### config.mk
export PLATFORM = sky130hd
export DESIGN_NAME = hfs_top
export DESIGN_NICKNAME = d
export VERILOG_FILES = /design/src/hfs_pkg.sv /design/src/hfs_fifo.sv /design/src/hfs_top.sv
export SDC_FILE = /design/constraint.sdc
export NUM_CORES = 1
export LEC_CHECK = 0
export ABC_AREA = 1
export ABC_CLOCK_PERIOD_IN_PS = 5800
export BUFFER_PORTS_ARGS = -buffer_cell sky130_fd_sc_hd__clkbuf_2
export CAP_MARGIN = 20
export CORE_ASPECT_RATIO = 1.4
export CORE_UTILIZATION = 35
export DETAILED_ROUTE_END_ITERATION = 6
export SKIP_LAST_GASP = 1
export SYNTH_ARGS = -nofsm -noshare
export SYNTH_HDL_FRONTEND = slang
export SYNTH_SLANG_ARGS = --single-unit
### constraint.sdc
create_clock -name mclk -period 5.8 [get_ports mclk]
set_clock_uncertainty 0.2 [all_clocks]
set_input_delay 1.45 -clock mclk [delete_from_list [all_inputs] [get_ports mclk]]
set_output_delay 1.45 -clock mclk [all_outputs]
set_load 0.1 [all_outputs]
### src/hfs_pkg.sv
/*
  constants and carrier types for the hdlc status, control and interrupt block.
  assumes a single clock domain and an 8-bit parallel register port.
*/
`default_nettype none
package hfs_pkg;
  // ----------------------------------------------------------------
  // register offsets
  // ----------------------------------------------------------------
  localparam logic [4:0] OFS_TX_DATA = 5'h10;
  localparam logic [4:0] OFS_STATUS = 5'h14;
  localparam logic [4:0] OFS_CTRL2 = 5'h15;
  localparam logic [4:0] OFS_MASK = 5'h16;
  localparam logic [4:0] OFS_FLAGS = 5'h17;
  localparam logic [4:0] OFS_TX_COUNT = 5'h1a;
  // ----------------------------------------------------------------
  // field positions and reset values
  // ----------------------------------------------------------------
  localparam int CTL_INTSEL = 7;
  localparam int CTL_CYCLE = 6;
  localparam int CTL_TCRCI = 5;
  localparam int CTL_SEVEN = 4;
  localparam int CTL_RXFRST = 1;
  localparam int CTL_TXFRST = 0;
  localparam logic [7:0] CTRL2_WMASK = 8'hf3;
  localparam logic [7:0] CTRL2_RST = 8'h00;
  localparam logic [7:0] MASK_RST = 8'h00;
  localparam logic [7:0] FLAGS_RST = 8'h00;
  localparam logic [7:0] COUNT_RST = 8'h00;
  localparam int INT_GA = 7;
  localparam int INT_RX_PACKET_END_WRITTEN = 6;
  localparam int INT_TX_PACKET_DONE = 5;
  localparam int INT_RX_LAST_BYTE_NEXT = 4;
  localparam int INT_TXLOW = 3;
  localparam int INT_ABORT = 2;
  localparam int INT_RXHIGH = 1;
  localparam int INT_OVFL = 0;
  localparam int STS_INTGEN = 7;
  localparam int STS_IDLE = 6;
  // ----------------------------------------------------------------
  // sizes and counts
  // ----------------------------------------------------------------
  localparam logic [7:0] RX_DEPTH = 8'h80;
  localparam logic [4:0] ABORT_MIN_BITS = 5'h1a;
  localparam int TX_DEPTH = 8;
  localparam int TX_CNT_W = 4;
  localparam logic [1:0] RXS_EMPTY = 2'h0;
  localparam logic [1:0] RXS_LOW = 2'h1;
  localparam logic [1:0] RXS_LEVEL = 2'h2;
  localparam logic [1:0] RXS_INT = 2'h3;
  localparam logic [1:0] TXS_LEVEL = 2'h0;
  localparam logic [1:0] TXS_INT = 2'h1;
  localparam logic [1:0] TXS_EMPTY = 2'h2;
  localparam logic [1:0] TXS_LOW = 2'h3;
  // ----------------------------------------------------------------
  // types
  // ----------------------------------------------------------------
  typedef enum logic [1:0] {
    HFS_RX_ON = 2'b01,
    HFS_RX_WAIT_FLAG = 2'b10
  } hfs_rx_state_e;
  typedef struct packed {
    logic [7:0] data;
    logic packet_end_tag;
    logic append_fcs;
  } hfs_tx_word_s;
  localparam int TX_WORD_W = 10;
endpackage : hfs_pkg
`default_nettype wire

### src/hfs_fifo.sv
/*
  flip-flop fifo with valid/ready on both sides and a pointer flush.
  assumes the flush never needs to clear the stored words.
*/
`default_nettype none
module hfs_fifo #(
  parameter int WIDTH = 10,
  parameter int DEPTH = 8,
  parameter int CW = 4
) (
  input wire logic mclk,
  input wire logic sys_rst,
  input wire logic flush,
  input wire logic in_valid,
  output logic in_ready,
  input wire logic [WIDTH-1:0] in_data,
  output logic out_valid,
  input wire logic out_ready,
  output logic [WIDTH-1:0] out_data,
  output logic [CW-1:0] count
);
  localparam int AW = $clog2(DEPTH);
  localparam logic [CW-1:0] FULL = CW'(DEPTH);
  logic [WIDTH-1:0] mem_q [DEPTH];
  logic [AW-1:0] wr_ptr_q;
  logic [AW-1:0] rd_ptr_q;
  logic [CW-1:0] count_q;
  logic push;
  logic pop;
  assign in_ready = (count_q != FULL);
  assign out_valid = (count_q != '0);
  assign push = in_valid && in_ready;
  assign pop = out_valid && out_ready;
  assign out_data = mem_q[rd_ptr_q];
  assign count = count_q;
  // ----------------------------------------------------------------
  // storage, kept across a flush
  // ----------------------------------------------------------------
  always_ff @(posedge mclk) begin
    if (push) begin
      mem_q[wr_ptr_q] <= in_data;
    end
  end
  // ----------------------------------------------------------------
  // pointers
  // ----------------------------------------------------------------
  always_ff @(posedge mclk) begin
    if (sys_rst || flush) begin
      wr_ptr_q <= '0;
      rd_ptr_q <= '0;
      count_q <= '0;
    end else begin
      if (push) begin
        wr_ptr_q <= (wr_ptr_q == AW'(DEPTH - 1)) ? '0 : wr_ptr_q + 1'b1;
      end
      if (pop) begin
        rd_ptr_q <= (rd_ptr_q == AW'(DEPTH - 1)) ? '0 : rd_ptr_q + 1'b1;
      end
      count_q <= count_q + CW'(push) - CW'(pop);
    end
  end
endmodule : hfs_fifo
`default_nettype wire

### src/hfs_top.sv
/*
  hdlc status, control and interrupt block with transmit fifo and byte counter.
  assumes one clock, synchronous strobes from the register port, and an
  external receive fifo and serial engine that report counts and events.
*/
// Behaviour
// - rx fill state codes empty, low, level, threshold
// - intsel picks underrun or abort for bit 2
// - cycle bit reloads byte count continuously
// - crc inhibit drops fcs after end byte
// - seven bit address mode to receiver
// - rx fifo reset: empty status, receiver waits flag
// - tx fifo reset empties, self-clears on write
// - masked sources still latch, no request
// - mask zero disables, mask resets to zero
// - bit 7 on go-ahead pattern
// - bit 6 on end byte written to rx
// - bit 5 on closing flag or abort sent
// - bit 4 on last byte next or empty read
// - bit 3 when tx fill drops below low
// - bit 2 on abort after 26 bits
// - bit 2 on fetch from empty tx fifo
// - bit 1 when rx fills above full level
// - bit 0 and receiver off on overflow
// - receiver back on at next flag
// - interrupt register clears when read
// - status bit 7 on unmasked event, interrupt register read clears
// - count of one tags next write as end
`default_nettype none
module hfs_top (
  input wire logic mclk,
  input wire logic sys_rst,
  input wire logic cpu_cs,
  input wire logic cpu_rd,
  input wire logic cpu_wr,
  input wire logic [4:0] cpu_addr,
  input wire logic [7:0] cpu_wdata,
  output logic [7:0] cpu_rdata,
  output logic irq,
  output logic tx_space,
  input wire logic go_ahead_seen,
  input wire logic rx_packet_end_written,
  input wire logic tx_packet_done,
  input wire logic rx_last_byte_next,
  input wire logic frame_abort_seen,
  input wire logic rx_bit_strobe,
  input wire logic rx_flag_seen,
  input wire logic rx_write_attempt,
  input wire logic rx_fifo_read,
  input wire logic rx_idle_channel,
  input wire logic [1:0] rx_byte_status,
  input wire logic [7:0] rx_count,
  input wire logic [7:0] rx_status_level,
  input wire logic [7:0] rx_int_level,
  input wire logic [7:0] rx_full_level,
  input wire logic [3:0] tx_status_level,
  input wire logic [3:0] tx_int_level,
  input wire logic [3:0] tx_low_level,
  input wire logic tx_fetch,
  output logic tx_valid,
  output logic [7:0] tx_data,
  output logic tx_packet_end,
  output logic tx_append_fcs,
  output logic rx_enable,
  output logic rx_seven_bit_addr,
  output logic rx_fifo_flush
);
  logic [7:0] ctrl2_q;
  logic [7:0] mask_q;
  logic [7:0] flags_q;
  logic [7:0] flags_d;
  logic [7:0] events;
  logic intgen_q;
  logic irq_q;
  logic [7:0] cnt_q;
  logic [7:0] cnt_prog_q;
  logic [7:0] rdata_q;
  logic [4:0] rx_bits_q;
  logic rx_forced_empty_q;
  logic rx_flush_q;
  hfs_pkg::hfs_rx_state_e rx_state_q;
  logic [7:0] rx_count_prev_q;
  logic [3:0] tx_cnt_prev_q;
  hfs_pkg::hfs_tx_word_s tx_word_q;
  hfs_pkg::hfs_tx_word_s fifo_in;
  hfs_pkg::hfs_tx_word_s fifo_out;
  logic tx_valid_q;
  logic tx_space_q;
  logic fifo_in_ready;
  logic fifo_out_valid;
  logic fifo_out_ready;
  logic [3:0] tx_cnt;
  logic tx_flush;
  logic wr_hit;
  logic rd_hit;
  logic tx_wr;
  logic flags_rd;
  logic abort_ev;
  logic underrun_ev;
  logic ovfl_ev;
  logic [1:0] rx_state_code;
  logic [1:0] tx_state_code;
  logic [7:0] status_word;

  // ----------------------------------------------------------------
  // register port decode
  // ----------------------------------------------------------------
  function automatic logic hit(input logic [4:0] a, input logic [4:0] ofs);
    hit = (a == ofs);
  endfunction : hit

  assign wr_hit = cpu_cs && cpu_wr;
  assign rd_hit = cpu_cs && cpu_rd;
  assign tx_wr = wr_hit && hit(cpu_addr, hfs_pkg::OFS_TX_DATA);
  assign flags_rd = rd_hit && hit(cpu_addr, hfs_pkg::OFS_FLAGS);

  // ----------------------------------------------------------------
  // control register two
  // ----------------------------------------------------------------
  always_ff @(posedge mclk) begin
    if (sys_rst) begin
      ctrl2_q <= hfs_pkg::CTRL2_RST;
    end else if (wr_hit && hit(cpu_addr, hfs_pkg::OFS_CTRL2)) begin
      ctrl2_q <= cpu_wdata & hfs_pkg::CTRL2_WMASK;
    end else if (tx_wr) begin
      ctrl2_q[hfs_pkg::CTL_TXFRST] <= 1'b0;
    end
  end

  assign tx_flush = wr_hit && hit(cpu_addr, hfs_pkg::OFS_CTRL2)
                    && cpu_wdata[hfs_pkg::CTL_TXFRST];

  // ----------------------------------------------------------------
  // mask register
  // ----------------------------------------------------------------
  always_ff @(posedge mclk) begin
    if (sys_rst) begin
      mask_q <= hfs_pkg::MASK_RST;
    end else if (wr_hit && hit(cpu_addr, hfs_pkg::OFS_MASK)) begin
      mask_q <= cpu_wdata;
    end
  end

  // ----------------------------------------------------------------
  // transmit byte counter
  // ----------------------------------------------------------------
  always_ff @(posedge mclk) begin
    if (sys_rst) begin
      cnt_q <= hfs_pkg::COUNT_RST;
      cnt_prog_q <= hfs_pkg::COUNT_RST;
    end else if (wr_hit && hit(cpu_addr, hfs_pkg::OFS_TX_COUNT)) begin
      cnt_q <= cpu_wdata;
      cnt_prog_q <= cpu_wdata;
    end else if (tx_wr && fifo_in_ready) begin
      if (cnt_q == 8'h01) begin
        cnt_q <= ctrl2_q[hfs_pkg::CTL_CYCLE] ? cnt_prog_q : 8'h00;
      end else if (cnt_q != 8'h00) begin
        cnt_q <= cnt_q - 8'h01;
      end
    end
  end

  // ----------------------------------------------------------------
  // transmit fifo and output stage
  // ----------------------------------------------------------------
  always_comb begin
    fifo_in.data = cpu_wdata;
    fifo_in.packet_end_tag = (cnt_q == 8'h01);
    fifo_in.append_fcs = (cnt_q == 8'h01) && !ctrl2_q[hfs_pkg::CTL_TCRCI];
  end

  assign fifo_out_ready = !tx_valid_q || tx_fetch;

  hfs_fifo #(
    .WIDTH(hfs_pkg::TX_WORD_W),
    .DEPTH(hfs_pkg::TX_DEPTH),
    .CW(hfs_pkg::TX_CNT_W)
  ) u_tx_fifo (
    .mclk(mclk),
    .sys_rst(sys_rst),
    .flush(tx_flush),
    .in_valid(tx_wr),
    .in_ready(fifo_in_ready),
    .in_data(fifo_in),
    .out_valid(fifo_out_valid),
    .out_ready(fifo_out_ready),
    .out_data(fifo_out),
    .count(tx_cnt)
  );

  always_ff @(posedge mclk) begin
    if (sys_rst || tx_flush) begin
      tx_valid_q <= 1'b0;
      tx_word_q <= '0;
    end else if (fifo_out_ready) begin
      tx_valid_q <= fifo_out_valid;
      if (fifo_out_valid) begin
        tx_word_q <= fifo_out;
      end
    end
  end

  always_ff @(posedge mclk) begin
    if (sys_rst) begin
      tx_space_q <= 1'b0;
      tx_cnt_prev_q <= '0;
    end else begin
      tx_space_q <= (tx_cnt < 4'(hfs_pkg::TX_DEPTH - 1));
      tx_cnt_prev_q <= tx_cnt;
    end
  end

  // ----------------------------------------------------------------
  // receiver enable and abort bit counter
  // ----------------------------------------------------------------
  always_ff @(posedge mclk) begin
    if (sys_rst) begin
      rx_state_q <= hfs_pkg::HFS_RX_ON;
    end else begin
      unique case (rx_state_q)
        hfs_pkg::HFS_RX_ON: begin
          if (ovfl_ev || rx_flush_q) begin
            rx_state_q <= hfs_pkg::HFS_RX_WAIT_FLAG;
          end
        end
        hfs_pkg::HFS_RX_WAIT_FLAG: begin
          if (rx_flag_seen && !ovfl_ev) begin
            rx_state_q <= hfs_pkg::HFS_RX_ON;
          end
        end
      endcase
    end
  end

  always_ff @(posedge mclk) begin
    if (sys_rst) begin
      rx_flush_q <= 1'b0;
      rx_forced_empty_q <= 1'b0;
    end else begin
      rx_flush_q <= wr_hit && hit(cpu_addr, hfs_pkg::OFS_CTRL2)
                    && cpu_wdata[hfs_pkg::CTL_RXFRST];
      if (rx_flush_q) begin
        rx_forced_empty_q <= 1'b1;
      end else if (rx_flag_seen) begin
        rx_forced_empty_q <= 1'b0;
      end
    end
  end

  always_ff @(posedge mclk) begin
    if (sys_rst || rx_flag_seen) begin
      rx_bits_q <= '0;
    end else if (rx_bit_strobe && rx_bits_q != hfs_pkg::ABORT_MIN_BITS) begin
      rx_bits_q <= rx_bits_q + 5'h01;
    end
  end

  always_ff @(posedge mclk) begin
    if (sys_rst) begin
      rx_count_prev_q <= '0;
    end else begin
      rx_count_prev_q <= rx_count;
    end
  end

  // ----------------------------------------------------------------
  // interrupt events and flags
  // ----------------------------------------------------------------
  assign abort_ev = frame_abort_seen && (rx_bits_q == hfs_pkg::ABORT_MIN_BITS);
  assign underrun_ev = tx_fetch && !tx_valid_q;
  assign ovfl_ev = rx_write_attempt && (rx_count >= hfs_pkg::RX_DEPTH);

  always_comb begin
    events = '0;
    events[hfs_pkg::INT_GA] = go_ahead_seen;
    events[hfs_pkg::INT_RX_PACKET_END_WRITTEN] = rx_packet_end_written;
    events[hfs_pkg::INT_TX_PACKET_DONE] = tx_packet_done;
    events[hfs_pkg::INT_RX_LAST_BYTE_NEXT] = rx_last_byte_next
                                || (rx_fifo_read && rx_count == 8'h00);
    events[hfs_pkg::INT_TXLOW] = (tx_cnt < tx_low_level)
                                 && (tx_cnt_prev_q >= tx_low_level);
    events[hfs_pkg::INT_ABORT] = ctrl2_q[hfs_pkg::CTL_INTSEL] ? underrun_ev : abort_ev;
    events[hfs_pkg::INT_RXHIGH] = (rx_count > rx_full_level)
                                  && (rx_count_prev_q <= rx_full_level);
    events[hfs_pkg::INT_OVFL] = ovfl_ev;
  end

  // set wins over the clear by read
  assign flags_d = (flags_rd ? 8'h00 : flags_q) | events;

  always_ff @(posedge mclk) begin
    if (sys_rst) begin
      flags_q <= hfs_pkg::FLAGS_RST;
      intgen_q <= 1'b0;
      irq_q <= 1'b0;
    end else begin
      flags_q <= flags_d;
      intgen_q <= (flags_rd ? 1'b0 : intgen_q) || ((events & mask_q) != 8'h00);
      irq_q <= (flags_d & mask_q) != 8'h00;
    end
  end

  // ----------------------------------------------------------------
  // status word and read data
  // ----------------------------------------------------------------
  always_comb begin
    if (rx_forced_empty_q || rx_count == 8'h00) begin
      rx_state_code = hfs_pkg::RXS_EMPTY;
    end else if (rx_count >= rx_int_level) begin
      rx_state_code = hfs_pkg::RXS_INT;
    end else if (rx_count >= rx_status_level) begin
      rx_state_code = hfs_pkg::RXS_LEVEL;
    end else begin
      rx_state_code = hfs_pkg::RXS_LOW;
    end
    if (tx_cnt == 4'h0) begin
      tx_state_code = hfs_pkg::TXS_EMPTY;
    end else if (tx_cnt >= tx_int_level) begin
      tx_state_code = hfs_pkg::TXS_INT;
    end else if (tx_cnt >= tx_status_level) begin
      tx_state_code = hfs_pkg::TXS_LEVEL;
    end else begin
      tx_state_code = hfs_pkg::TXS_LOW;
    end
    status_word = {intgen_q, rx_idle_channel, rx_byte_status, tx_state_code, rx_state_code};
  end

  always_ff @(posedge mclk) begin
    if (sys_rst) begin
      rdata_q <= 8'h00;
    end else if (rd_hit) begin
      unique case (cpu_addr)
        hfs_pkg::OFS_STATUS: rdata_q <= status_word;
        hfs_pkg::OFS_CTRL2: rdata_q <= ctrl2_q;
        hfs_pkg::OFS_MASK: rdata_q <= mask_q;
        hfs_pkg::OFS_FLAGS: rdata_q <= flags_q;
        hfs_pkg::OFS_TX_COUNT: rdata_q <= cnt_q;
        default: rdata_q <= 8'h00;
      endcase
    end
  end

  // ----------------------------------------------------------------
  // outputs
  // ----------------------------------------------------------------
  assign cpu_rdata = rdata_q;
  assign irq = irq_q;
  assign tx_space = tx_space_q;
  assign tx_valid = tx_valid_q;
  assign tx_data = tx_word_q.data;
  assign tx_packet_end = tx_word_q.packet_end_tag;
  assign tx_append_fcs = tx_word_q.append_fcs;
  assign rx_enable = rx_state_q[0];
  assign rx_seven_bit_addr = ctrl2_q[hfs_pkg::CTL_SEVEN];
  assign rx_fifo_flush = rx_flush_q;

  // ----------------------------------------------------------------
  // checks
  // ----------------------------------------------------------------
  property p_ovfl_disables;
    @(posedge mclk) disable iff (sys_rst)
    ovfl_ev |=> !rx_enable && flags_q[hfs_pkg::INT_OVFL];
  endproperty
  a_ovfl_disables: assert property (p_ovfl_disables)
    else $error("overflow did not latch or disable receiver");

  property p_flag_reenables;
    @(posedge mclk) disable iff (sys_rst)
    !rx_enable && rx_flag_seen && !ovfl_ev |=> rx_enable;
  endproperty
  a_flag_reenables: assert property (p_flag_reenables)
    else $error("receiver not re-enabled by flag");

  property p_read_clears;
    @(posedge mclk) disable iff (sys_rst)
    flags_rd && events == 8'h00 |=> flags_q == 8'h00 && !intgen_q;
  endproperty
  a_read_clears: assert property (p_read_clears)
    else $error("interrupt register not cleared by read");

  property p_irq_masked;
    @(posedge mclk) disable iff (sys_rst)
    ##1 irq == ((flags_q & $past(mask_q)) != 8'h00);
  endproperty
  a_irq_masked: assert property (p_irq_masked)
    else $error("interrupt request disagrees with flags and mask");

  property p_early_abort_ignored;
    @(posedge mclk) disable iff (sys_rst)
    frame_abort_seen && rx_bits_q < hfs_pkg::ABORT_MIN_BITS && !ctrl2_q[hfs_pkg::CTL_INTSEL]
    && !flags_q[hfs_pkg::INT_ABORT] |=> !flags_q[hfs_pkg::INT_ABORT];
  endproperty
  a_early_abort_ignored: assert property (p_early_abort_ignored)
    else $error("abort before minimum bits was latched");

  property p_underrun_sel;
    @(posedge mclk) disable iff (sys_rst)
    ctrl2_q[hfs_pkg::CTL_INTSEL] && tx_fetch && !tx_valid |=> flags_q[hfs_pkg::INT_ABORT];
  endproperty
  a_underrun_sel: assert property (p_underrun_sel)
    else $error("underrun not latched in bit 2");

  property p_txfrst_selfclear;
    @(posedge mclk) disable iff (sys_rst)
    ctrl2_q[hfs_pkg::CTL_TXFRST] && tx_wr |=> !ctrl2_q[hfs_pkg::CTL_TXFRST];
  endproperty
  a_txfrst_selfclear: assert property (p_txfrst_selfclear)
    else $error("tx fifo reset bit did not self-clear");

  property p_count_reload;
    @(posedge mclk) disable iff (sys_rst)
    tx_wr && fifo_in_ready && cnt_q == 8'h01 && ctrl2_q[hfs_pkg::CTL_CYCLE]
    |=> cnt_q == $past(cnt_prog_q);
  endproperty
  a_count_reload: assert property (p_count_reload)
    else $error("byte counter did not reload in cycle mode");

  property p_mask_reset;
    @(posedge mclk) $fell(sys_rst) |-> mask_q == 8'h00 && !irq;
  endproperty
  a_mask_reset: assert property (p_mask_reset)
    else $error("mask not zero after reset");

  property p_rx_empty_status;
    @(posedge mclk) disable iff (sys_rst)
    rx_flush_q |=> rx_state_code == hfs_pkg::RXS_EMPTY;
  endproperty
  a_rx_empty_status: assert property (p_rx_empty_status)
    else $error("rx status not empty after fifo reset");
endmodule : hfs_top
`default_nettype wire

Yosys cells after proc, flatten, opt, wreduce, memory -nomap -nowiden
Memories as Yosys holds them, arrays and structs flattened. A register that Yosys moved wholly into a read port is not among the register bits.
Cells that the tools add are included.
{ "classes": {"n_reduce_logical": 43, "mux": 26, "add_sub_neg": 6, "n_lt_le_gt_ge": 10, "n_eq_ne": 16, "bitwise_logic": 3} }
{ "op_table": {"columns": ["operator", "n"], "rows": [
  ["$mux 8", 6],
  ["$pmux 8 s5", 1],
  ["$eq 5x5->1 const B", 7],
  ["$reduce_bool 8->1", 3],
  ["$logic_and 1x1->1", 20],
  ["$and 8x8->8", 2],
  ["$ge 8x8->1", 2],
  ["$mux 2", 8],
  ["$ge 4x4->1", 3],
  ["$eq 8x1->1 const B", 1],
  ["$ge 8x8->1 const B", 1],
  ["$gt 8x8->1", 1],
  ["$le 8x8->1", 1],
  ["$logic_not 8->1", 1],
  ["$mux 1", 8],
  ["$or 8x8->8", 1],
  ["$sub 8x1->8 const B", 1],
  ["$logic_or 1x1->1", 7],
  ["$add 3x1->3 const B", 2],
  ["$eq 3x3->1 const B", 2],
  ["$mux 3", 2],
  ["$reduce_and 2->1", 3],
  ["$reduce_bool 2->1", 3],
  ["$add 5x1->5 const B", 1],
  ["14 further kinds", 17]
]} }
{ "totals": {"wordCells": 125, "regBits": 81, "in_bits": 75, "n_memories": 1, "mem_bits_rw": 80} }
{ "memory_table": {"columns": ["memory", "depth", "width", "rd", "rd_clocked_by_memory_dff", "write_ports", "line", "text"], "rows": [
  ["u_tx_fifo.mem_q", 8, 10, 1, 1, 1, "hfs_fifo.sv:24", "logic [WIDTH-1:0] mem_q [DEPTH];"]
]} }

Depth between registers and ports, before layout
Gate-level depths: netlist of the first run.
{ "logic_depth": {"depth_word": 6, "depth_mapped": 14, "mapped_depth_nobuf": 14} }

Modules after synthesis
A second synthesis of the first run with hierarchy kept.
{ "unflattened": {"cells_unflattened": 1132, "hier_area_um2": 9105.0} }
{ "modules_own_cells": {"columns": ["mod", "cells_each", "seq_area_each_um2", "area_each_um2", "n_inst"], "rows": [
  ["hfs_top", 693, 1621.6, 4844.6, 1],
  ["hfs_fifo", 439, 2662.6, 4260.3, 1]
]} }

Worst setup path before layout of the first run
Ideal clock, no wire load.
{ "synth_timing": {"kind": "input to register", "start": "input cpu_wr", "end": "memory u_tx_fifo.mem_q[1][0] (enable)", "arrival_ps": 2854, "required_time_ps": 5210, "setup_time_ps": 390, "stages": 6, "slack_ps": 2356, "cell_sequence": "nand2_1 -> nor2_4 -> nand4_4 -> nor2_1 -> inv_1 -> nor3_1"} }
{ "synth_via": {"elab_chain_len": 5} }
{ "synth_lines": {"columns": ["element", "line", "text"], "rows": [
  ["from (decl)", "hfs_top.sv:35", "input wire logic cpu_wr,"],
  ["$logic_and 1x1->1", "hfs_top.sv:112", "assign wr_hit = cpu_cs && cpu_wr;"],
  ["$logic_and 1x1->1", "hfs_top.sv:114", "assign tx_wr = wr_hit && hit(cpu_addr, hfs_pkg::OFS_TX_DATA);"],
  ["$logic_and 1x1->1", "hfs_fifo.sv:32", "assign push = in_valid && in_ready;"],
  ["$mux 1", "hfs_fifo.sv:40", "if (push) begin"],
  ["$mux 1 (not written as such)", "hfs_fifo.sv:41", "mem_q[wr_ptr_q] <= in_data;"],
  ["to (decl)", "hfs_fifo.sv:24", null]
]} }
Every way passes these cells.

Worst setup path in the final report of the first run
{ "layout_timing": {"start": "input tx_fetch", "end": "register u_tx_fifo.count_q[2], in the netlist u_tx_fifo.count[2]"} }
{ "layout_via": {"elab_chain_len": 3} }
{ "layout_lines": {"columns": ["element", "line", "text"], "rows": [
  ["from (decl)", "hfs_top.sv:59", "input wire logic tx_fetch,"],
  ["$logic_or 1x1->1", "hfs_top.sv:172", "assign fifo_out_ready = !tx_valid_q || tx_fetch;"],
  ["$logic_and 1x1->1", "hfs_fifo.sv:33", "assign pop = out_valid && out_ready;"],
  ["$sub 4x1->4", "hfs_fifo.sv:59", "count_q <= count_q + CW'(push) - CW'(pop);"],
  ["to (signal assigned)", "hfs_fifo.sv:59", null],
  ["to (decl)", "hfs_fifo.sv:27", "logic [CW-1:0] count_q;"]
]} }
Every way passes these cells.
A chain may end at the register's enable or synchronous reset.

==> summary.txt, run 1 <==
Synth
  • Most used DFF post-synth: dfxtp_1
  • Post-synth EDFFs: 80
  • Synth Register Bits: around 170
  • Mux contribution to synthesized area: 0.0117
  • Net Count, Synth: 1113
  • Share of the yosys chip area belonging to registers: 0.495
  • Synth Area in Adders: 0.0933
  • Top cell type's share of synthesized area: 0.282
  • Synth warnings: 0
  • Simple-gate portion of the synthesized area: 0.187
  • Post-synth top cells: 182 x nand2_1, 128 x inv_1, 113 x nor2_1
  • Post-synthesis compound-gate area fraction: 0.133
  • XOR/XNOR Fraction of Synth Area: 0.00308
  • Cell Area, Synth: 8530 um^2
  • Cells after Synth: just under 1000
  • Count leader, synth: nand2_1
  • Main combinational cell family by area after synthesis: simple AND/OR/NAND/NOR gates
  • Distinct cells, synth: 45
  • Async SR Flop Fraction: 0
  • Cell taking the most area after synthesis: edfxtp_1
  • Synth area leaders: edfxtp_1 28%, dfxtp_1 21%, ha_1 9.1%, nand2_1 8.0%, inv_1 5.6%
  • Mean Syn Cell Area: 8.75 um^2

Setup path
  • Crit path max fanout: 15
  • Req. time, crit path: 5.91 ns
  • Worst Path Arrival: 3.62 ns
  • Critical Path Start Type: input port
  • Critical path capture point type: flip-flop
  • CP Class: in -> reg

Placement
  • DP Cell Count: 1370
  • IO buf count: 98
  • DP Wirelength: between 15000 and 20000 um
  • Placed Area: 9360 um^2
  • Routability cong.: ~0.85

Clock network
  • Clock Path Buffers: 2
  • Clock Tree Root: clkbuf_16
  • Max H-tree Level: 4
  • Clk slew on worst S/H paths: 0.07 ns
  • Sink Count: 171
  • TritonCTS clock tree: built
  • Post-cts hold buffer count: 0
  • Total CTS buffers: 17
  • Post-CTS setup buffer count: 0
  • CTS resizes: 0
  • Insertion delay to the later sink of the worst-skew pair: 0.44 ns

Timing
  • Fin Hold WS: 0.256 ns
  • Setup-failing EPs final: 0
  • Period utilization: 0.605
  • FMAX: 285 MHz
  • Fin. max-slew vios: 0
  • RSZ-0062 raised after global routing: false
  • Setup TNS Final: 0 ns
  • Final Hold Vio Count: 0
  • Worst-Margin Slew: between 0.9 and 1 ns
  • Final Critical Period: between 3 and 4 ns
  • Slew margin rel.: 0.364

Pwr
  • P_leak: ~0.0044 uW
  • Net Switching: ~1400 uW
  • Comb pwr share: 0.309
  • Flop pwr share: 0.378
  • P_int: 2310 uW
  • Sw Ratio: 0.378
  • Power share of the clock group: 0.313
  • PD cells: 373 nW/um^2
  • Worst vdd ir: 0.324 mV

Floorplan
  • Top Ports: 99
  • Die Footprint: 25000 um^2
  • Die width: 134 um
  • Starting Density: 0.356
  • FP Rows: between 60 and 70
  • Core footprint: 24000 um^2
  • Die height: 187 um

Layout
  • Final std cells w/o fill: 1402
  • Synthesis-to-layout area growth: 16.7%
  • Final Util: 0.416
  • Diodes inserted: 0
  • Final instance area: 9960 um^2
  • Share of post-route cells with drive strength above 1: 0.158
  • Final #Nets: 1217

GRT
  • GRT Total Usage: 0.169
  • Vias in the first global route: 6576
  • First-pass GRT wire length: 33000 um
  • Largest net degree at the start of global routing: 45
  • GRT overflow: 0
  • Initial antenna violation count: 0

Detailed routing
  • DRT antenna net count: 0
  • Iteration-0 DRC Markers: 321
  • Vias post-DR: 6732
  • Drt first pass iters: 5
  • Final WL: between 20000 and 25000 um
  • DR WL/cell: 14.5 um
  • Avg Vias per Cell: 4.80
  • DRC viols: 0

Status
  • Outcome: finished, final reports clean

Job
  • Max Cap Viol: 0

Worst hold path
  • Hold crit path type: reg -> reg
==> final timing paths <==
check	from	endpoint	slack (ns)	depth (start not counted)
max	tx_fetch	u_tx_fifo.count[2]	2.29	12
min	cnt_prog_q[3]	cnt_prog_q[3]	0.26	2
max reg2reg	u_tx_fifo.count[2]	u_tx_fifo.count[2]	2.58	12
min reg2reg	cnt_prog_q[3]	cnt_prog_q[3]	0.26	2
==> flip-flops by register name (all words and copies together) (netlist names), 2 cells and up <==
signal,flops
mask_q,8
cnt_prog_q,8
ctrl2_q,6
rx_state_q,2
u_tx_fifo.wr_ptr_q,3
rx_bits_q,5
u_tx_fifo.count,4
rx_count_prev_q,8
tx_cnt_prev_q,4
cnt_q,8
u_tx_fifo.mem_q,80
tx_data,8
flags_q,8
u_tx_fifo.rd_ptr_q,3
cpu_rdata,8
==> cell type report <==
class,count,area (um^2)
inverter,135,507
timing repair buffer,110,581
multi-input combinational,644,3660
tap,310,388
clock inverter,14,174
sequential,171,4220
fill,2449,14000
clock buffer,18,429
==> layer usage <==
metal	wire length (um)	track usage	vias to the layer above	part of all wire
met1	8660	0.196	3105	0.43
met5	0	0	-	0
met2	10600	0.307	130	0.52
met4	391	0.0616	0	0.019
li1	-	-	3474	-
met3	679	0.0288	23	0.033
==> critical path, stage by stage <==
cell and delay [ns]:
clkbuf_2 0.09, inv_1 0.07, nand2_1 0.07, nand2_1 0.38, inv_1 0.35, ha_1 0.36, inv_1 0.05, ha_1 0.15
inv_1 0.05, fa_1 0.37, xor2_1 0.15, nor2_1 0.06
==> cell usage in the layout (no fill, tap or decap), types with 10 or more instances in the layout <==
master | netlist | layout
buf_4 | 1 | 12
nand3_1 | 35 | 35
nand2_1 | 182 | 182
ha_1 | 62 | 62
inv_1 | 128 | 128
mux2i_1 | 10 | 10
o22ai_1 | 13 | 13
nor2_1 | 113 | 113
edfxtp_1 | 80 | 80
clkbuf_16 | 0 | 17
o211ai_1 | 20 | 20
nor3_1 | 13 | 13
clkbuf_2 | 0 | 98
dfxtp_1 | 91 | 91
o21ai_0 | 65 | 65
a21oi_1 | 74 | 74
==> per-stage QoR <==
step           total power, uW  worst slack (ns)
2_1_floorplan             2310              2.36
3_5_place_dp              2600              1.79
3_3_place_gp              2580              1.88
6_report                  3720              2.29
4_1_cts                   3750              2.26
5_1_grt                   3920              2.06
==> power groups by stage <==
stage	Combinational (uW)	Sequential (uW)	Clock (uW)
3_5_place_dp	1160	1430	0
6_report	1150	1400	1160
4_1_cts	1170	1410	1180
5_1_grt	1280	1410	1230
2_1_floorplan	609	1700	0
3_3_place_gp	1150	1430	0
==> cells by family after synthesis <==
family / Yosys count
AOI/OAI and AO/OA: 198
xor gates and xnor gates: 3
adders and majority gates: 63
buffers and inverters: 160
DFF: 171
muxes: 10
and+or+nand+nor: 370
No activity file was read; power rests on OpenSTA's default activity.
==> inputs of run 2 (changes only) <==
--- a/config.mk
+++ b/config.mk
@@ -6,7 +6,7 @@
 export NUM_CORES = 1
 export LEC_CHECK = 0
 export ABC_AREA = 1
-export ABC_CLOCK_PERIOD_IN_PS = 5800
+export ABC_CLOCK_PERIOD_IN_PS = 3600
 export BUFFER_PORTS_ARGS = -buffer_cell sky130_fd_sc_hd__clkbuf_2
 export CAP_MARGIN = 20
 export CORE_ASPECT_RATIO = 1.4
==> constraint.sdc (replaced) <==
create_clock -name mclk -period 3.6 [get_ports mclk]
set_clock_uncertainty 0.2 [all_clocks]
set_input_delay 0.9 -clock mclk [delete_from_list [all_inputs] [get_ports mclk]]
set_output_delay 0.9 -clock mclk [all_outputs]
set_load 0.1 [all_outputs]
==> run 2 against run 1 <==
Effect of this change:
- combinational power up 62%
- sequential power up 60%
- worst hold slack better by 0.0057 ns
- first-iteration DRC count up 16%
- register-to-register slack worse by 1.5 ns
- largest power group unchanged
- clock power up 47%
- highest routed layer unchanged
- power up 56%
- count of clock-buffer cells in the layout up 1
- wire length up 0.11%
- setup slack worse by 1.2 ns
- sequential cell count unchanged
- die area unchanged
==> summary.txt, run 2 (synthesized netlist as in run 1, its figures left out) <==
Status
  • Outcome: finished, final reports clean

Timing
  • Period utilization: 0.706
  • Slew margin rel.: 0.426
  • Setup-failing EPs final: 0
  • RSZ-0062 raised after global routing: false
  • Fin Hold WS: 0.262 ns
  • Final Critical Period: between 2 and 3 ns
  • FMAX: 394 MHz
  • Worst-Margin Slew: 0.860 ns
  • Final Hold Vio Count: 0
  • Fin. max-slew vios: 0
  • Setup TNS Final: 0 ns

Floorplan
  • Core footprint: 24000 um^2
  • Die height: 187 um
  • FP Rows: 67
  • Die Footprint: ~25000 um^2
  • Die width: around 130 um
  • Top Ports: 99
  • Starting Density: 0.356

Pwr
  • P_leak: 0.00439 uW
  • Worst vdd ir: between 0.4 and 0.5 mV
  • Comb pwr share: 0.321
  • Flop pwr share: 0.386
  • PD cells: 584 nW/um^2
  • PnR Total Power: 5800 uW
  • Net Switching: 2200 uW
  • P_int: about 3600 uW
  • Power share of the clock group: 0.293
  • Sw Ratio: 0.380

Layout
  • Final #Nets: 1221
  • Final Util: 0.414
  • Diodes inserted: 0
  • Most frequent cells in the layout: 182 x nand2_1, 128 x inv_1, 113 x nor2_1
  • Max FFs per register: 80
  • Most flops, register: u_tx_fifo.mem_q
  • Share of post-route cells with drive strength above 1: 0.159
  • Fillers: between 2000 and 2500
  • Commonest non-fill, non-tap cell in the layout: nand2_1
  • Sequential standard cell area: 4220 um^2
  • Final instance area: 9930 um^2
  • Area of the multi-input gates: 3660 um^2
  • Synthesis-to-layout area growth: 16.4%

Detailed routing
  • Avg Vias per Cell: between 4 and 5
  • DRC viols: 0
  • Final WL: 20300 um
  • Drt first pass iters: 5
  • DRT antenna net count: 0
  • Iteration-0 DRC Markers: 371
  • Vias post-DR: 6782
  • DR WL/cell: 14.5 um

Clock network
  • TritonCTS clock tree: built
  • Insertion delay to the later sink of the worst-skew pair: around 0.43 ns
  • Clk slew on worst S/H paths: 0.06 ns
  • Total CTS buffers: 17
  • Post-CTS setup buffer count: 0
  • CTS resizes: 0
  • Sink Count: 171
  • Max H-tree Level: 4
  • Post-cts hold buffer count: 0
  • Clock Tree Root: clkbuf_16
  • Clock Path Buffers: 2

Setup path
  • Crit path top cell by count: inv_1
  • Critical path capture point type: flip-flop
  • Worst path max stage delay: 0.47 ns
  • Critical Path Start Type: flip-flop
  • FF-to-FF path depth: 12
  • Ordered cell list for the critical path: inv_1, ha_1, nand3_1, nand2_1, inv_1, ha_1, inv_1, ha_1, inv_1, fa_1, xor2_1, nor2_1
  • Req. time, crit path: 3.70 ns
  • Crit path max fanout: 5
  • CP Class: reg -> reg
  • Crit path max-delay cell type: dfxtp_1
  • Worst Path Arrival: 2.64 ns

Placement
  • IO buf count: 98
  • DP Wirelength: around 15000 um
  • Routability cong.: approximately 0.84
  • Placed Area: 9390 um^2

Job
  • Max Cap Viol: 0

GRT
  • Initial antenna violation count: 0
  • GRT overflow: 0
  • Largest net degree at the start of global routing: 45
  • Vias in the first global route: 6414
  • First-pass GRT wire length: 32300 um
  • GRT Total Usage: 0.168

Worst hold path
  • Hold Path Stages: 2
  • Hold crit path type: reg -> reg
[run 2: cell types whose count changed in the layout (fill, tap and decap cells not counted), moves of 2 or more]
cell        before  now
buf_4           12   16
bufinv_16        2    0
clkinv_4         0    2
clkinvlp_4       3    1
inv_6            4    6
inv_8            5    2
[run 2: worst paths after layout]
| path | end | startpoint | slack (ns) |
|---|---|---|---|
| worst max-delay path | u_tx_fifo.count[2] | u_tx_fifo.count[2] | 1.06 |
| worst min-delay path | cnt_prog_q[3] | cnt_prog_q[3] | 0.26 |
| worst max register to register | u_tx_fifo.count[2] | u_tx_fifo.count[2] | 1.06 |
| worst min register to register | cnt_prog_q[3] | cnt_prog_q[3] | 0.26 |
[run 2: area by class of cell]
class,instances,share of cell area
inverters,135,0.0510
repair buffers,114,0.0615
clock buffers,19,0.0436
clock inverters,13,0.0110
multi-input cells,644,0.369
well taps,310,0.0391
flip-flops and latches,171,0.425
[run 2: power by group through the flow]
stage,logic [uW],clock network (uW),registers [uW]
global placement,1860,0,2280
global route,2070,1830,2250
finish,1860,1700,2240
detailed placement,1880,0,2280
CTS,1880,1740,2240
floorplan,982,0,2750
[run 2: metal layers]
layer,global-route usage,share of wire,vias up
li1,-,-,3480
met1,0.194,0.42,3116
met2,0.298,0.52,155
met3,0.0340,0.042,31
met4,0.0704,0.024,0
met5,0,0,-
[run 2: critical path: cells and delay by family (launching register included)]
kind                     cells  cell delay, ns
flip-flops                   1            0.47
AND/OR/NAND/NOR              3            0.27
buffers and inverters        4            0.35
XOR/XNOR                     1            0.15
adder cells (fa/ha/maj)      4            0.98
[run 2: stage by stage]
stage	setup slack [ns]	std cells
global placement	0.782	1374
CTS	1.05	1406
global route	0.866	1406
floorplan	0.699	975
detailed placement	0.732	1374
finish	1.06	1406
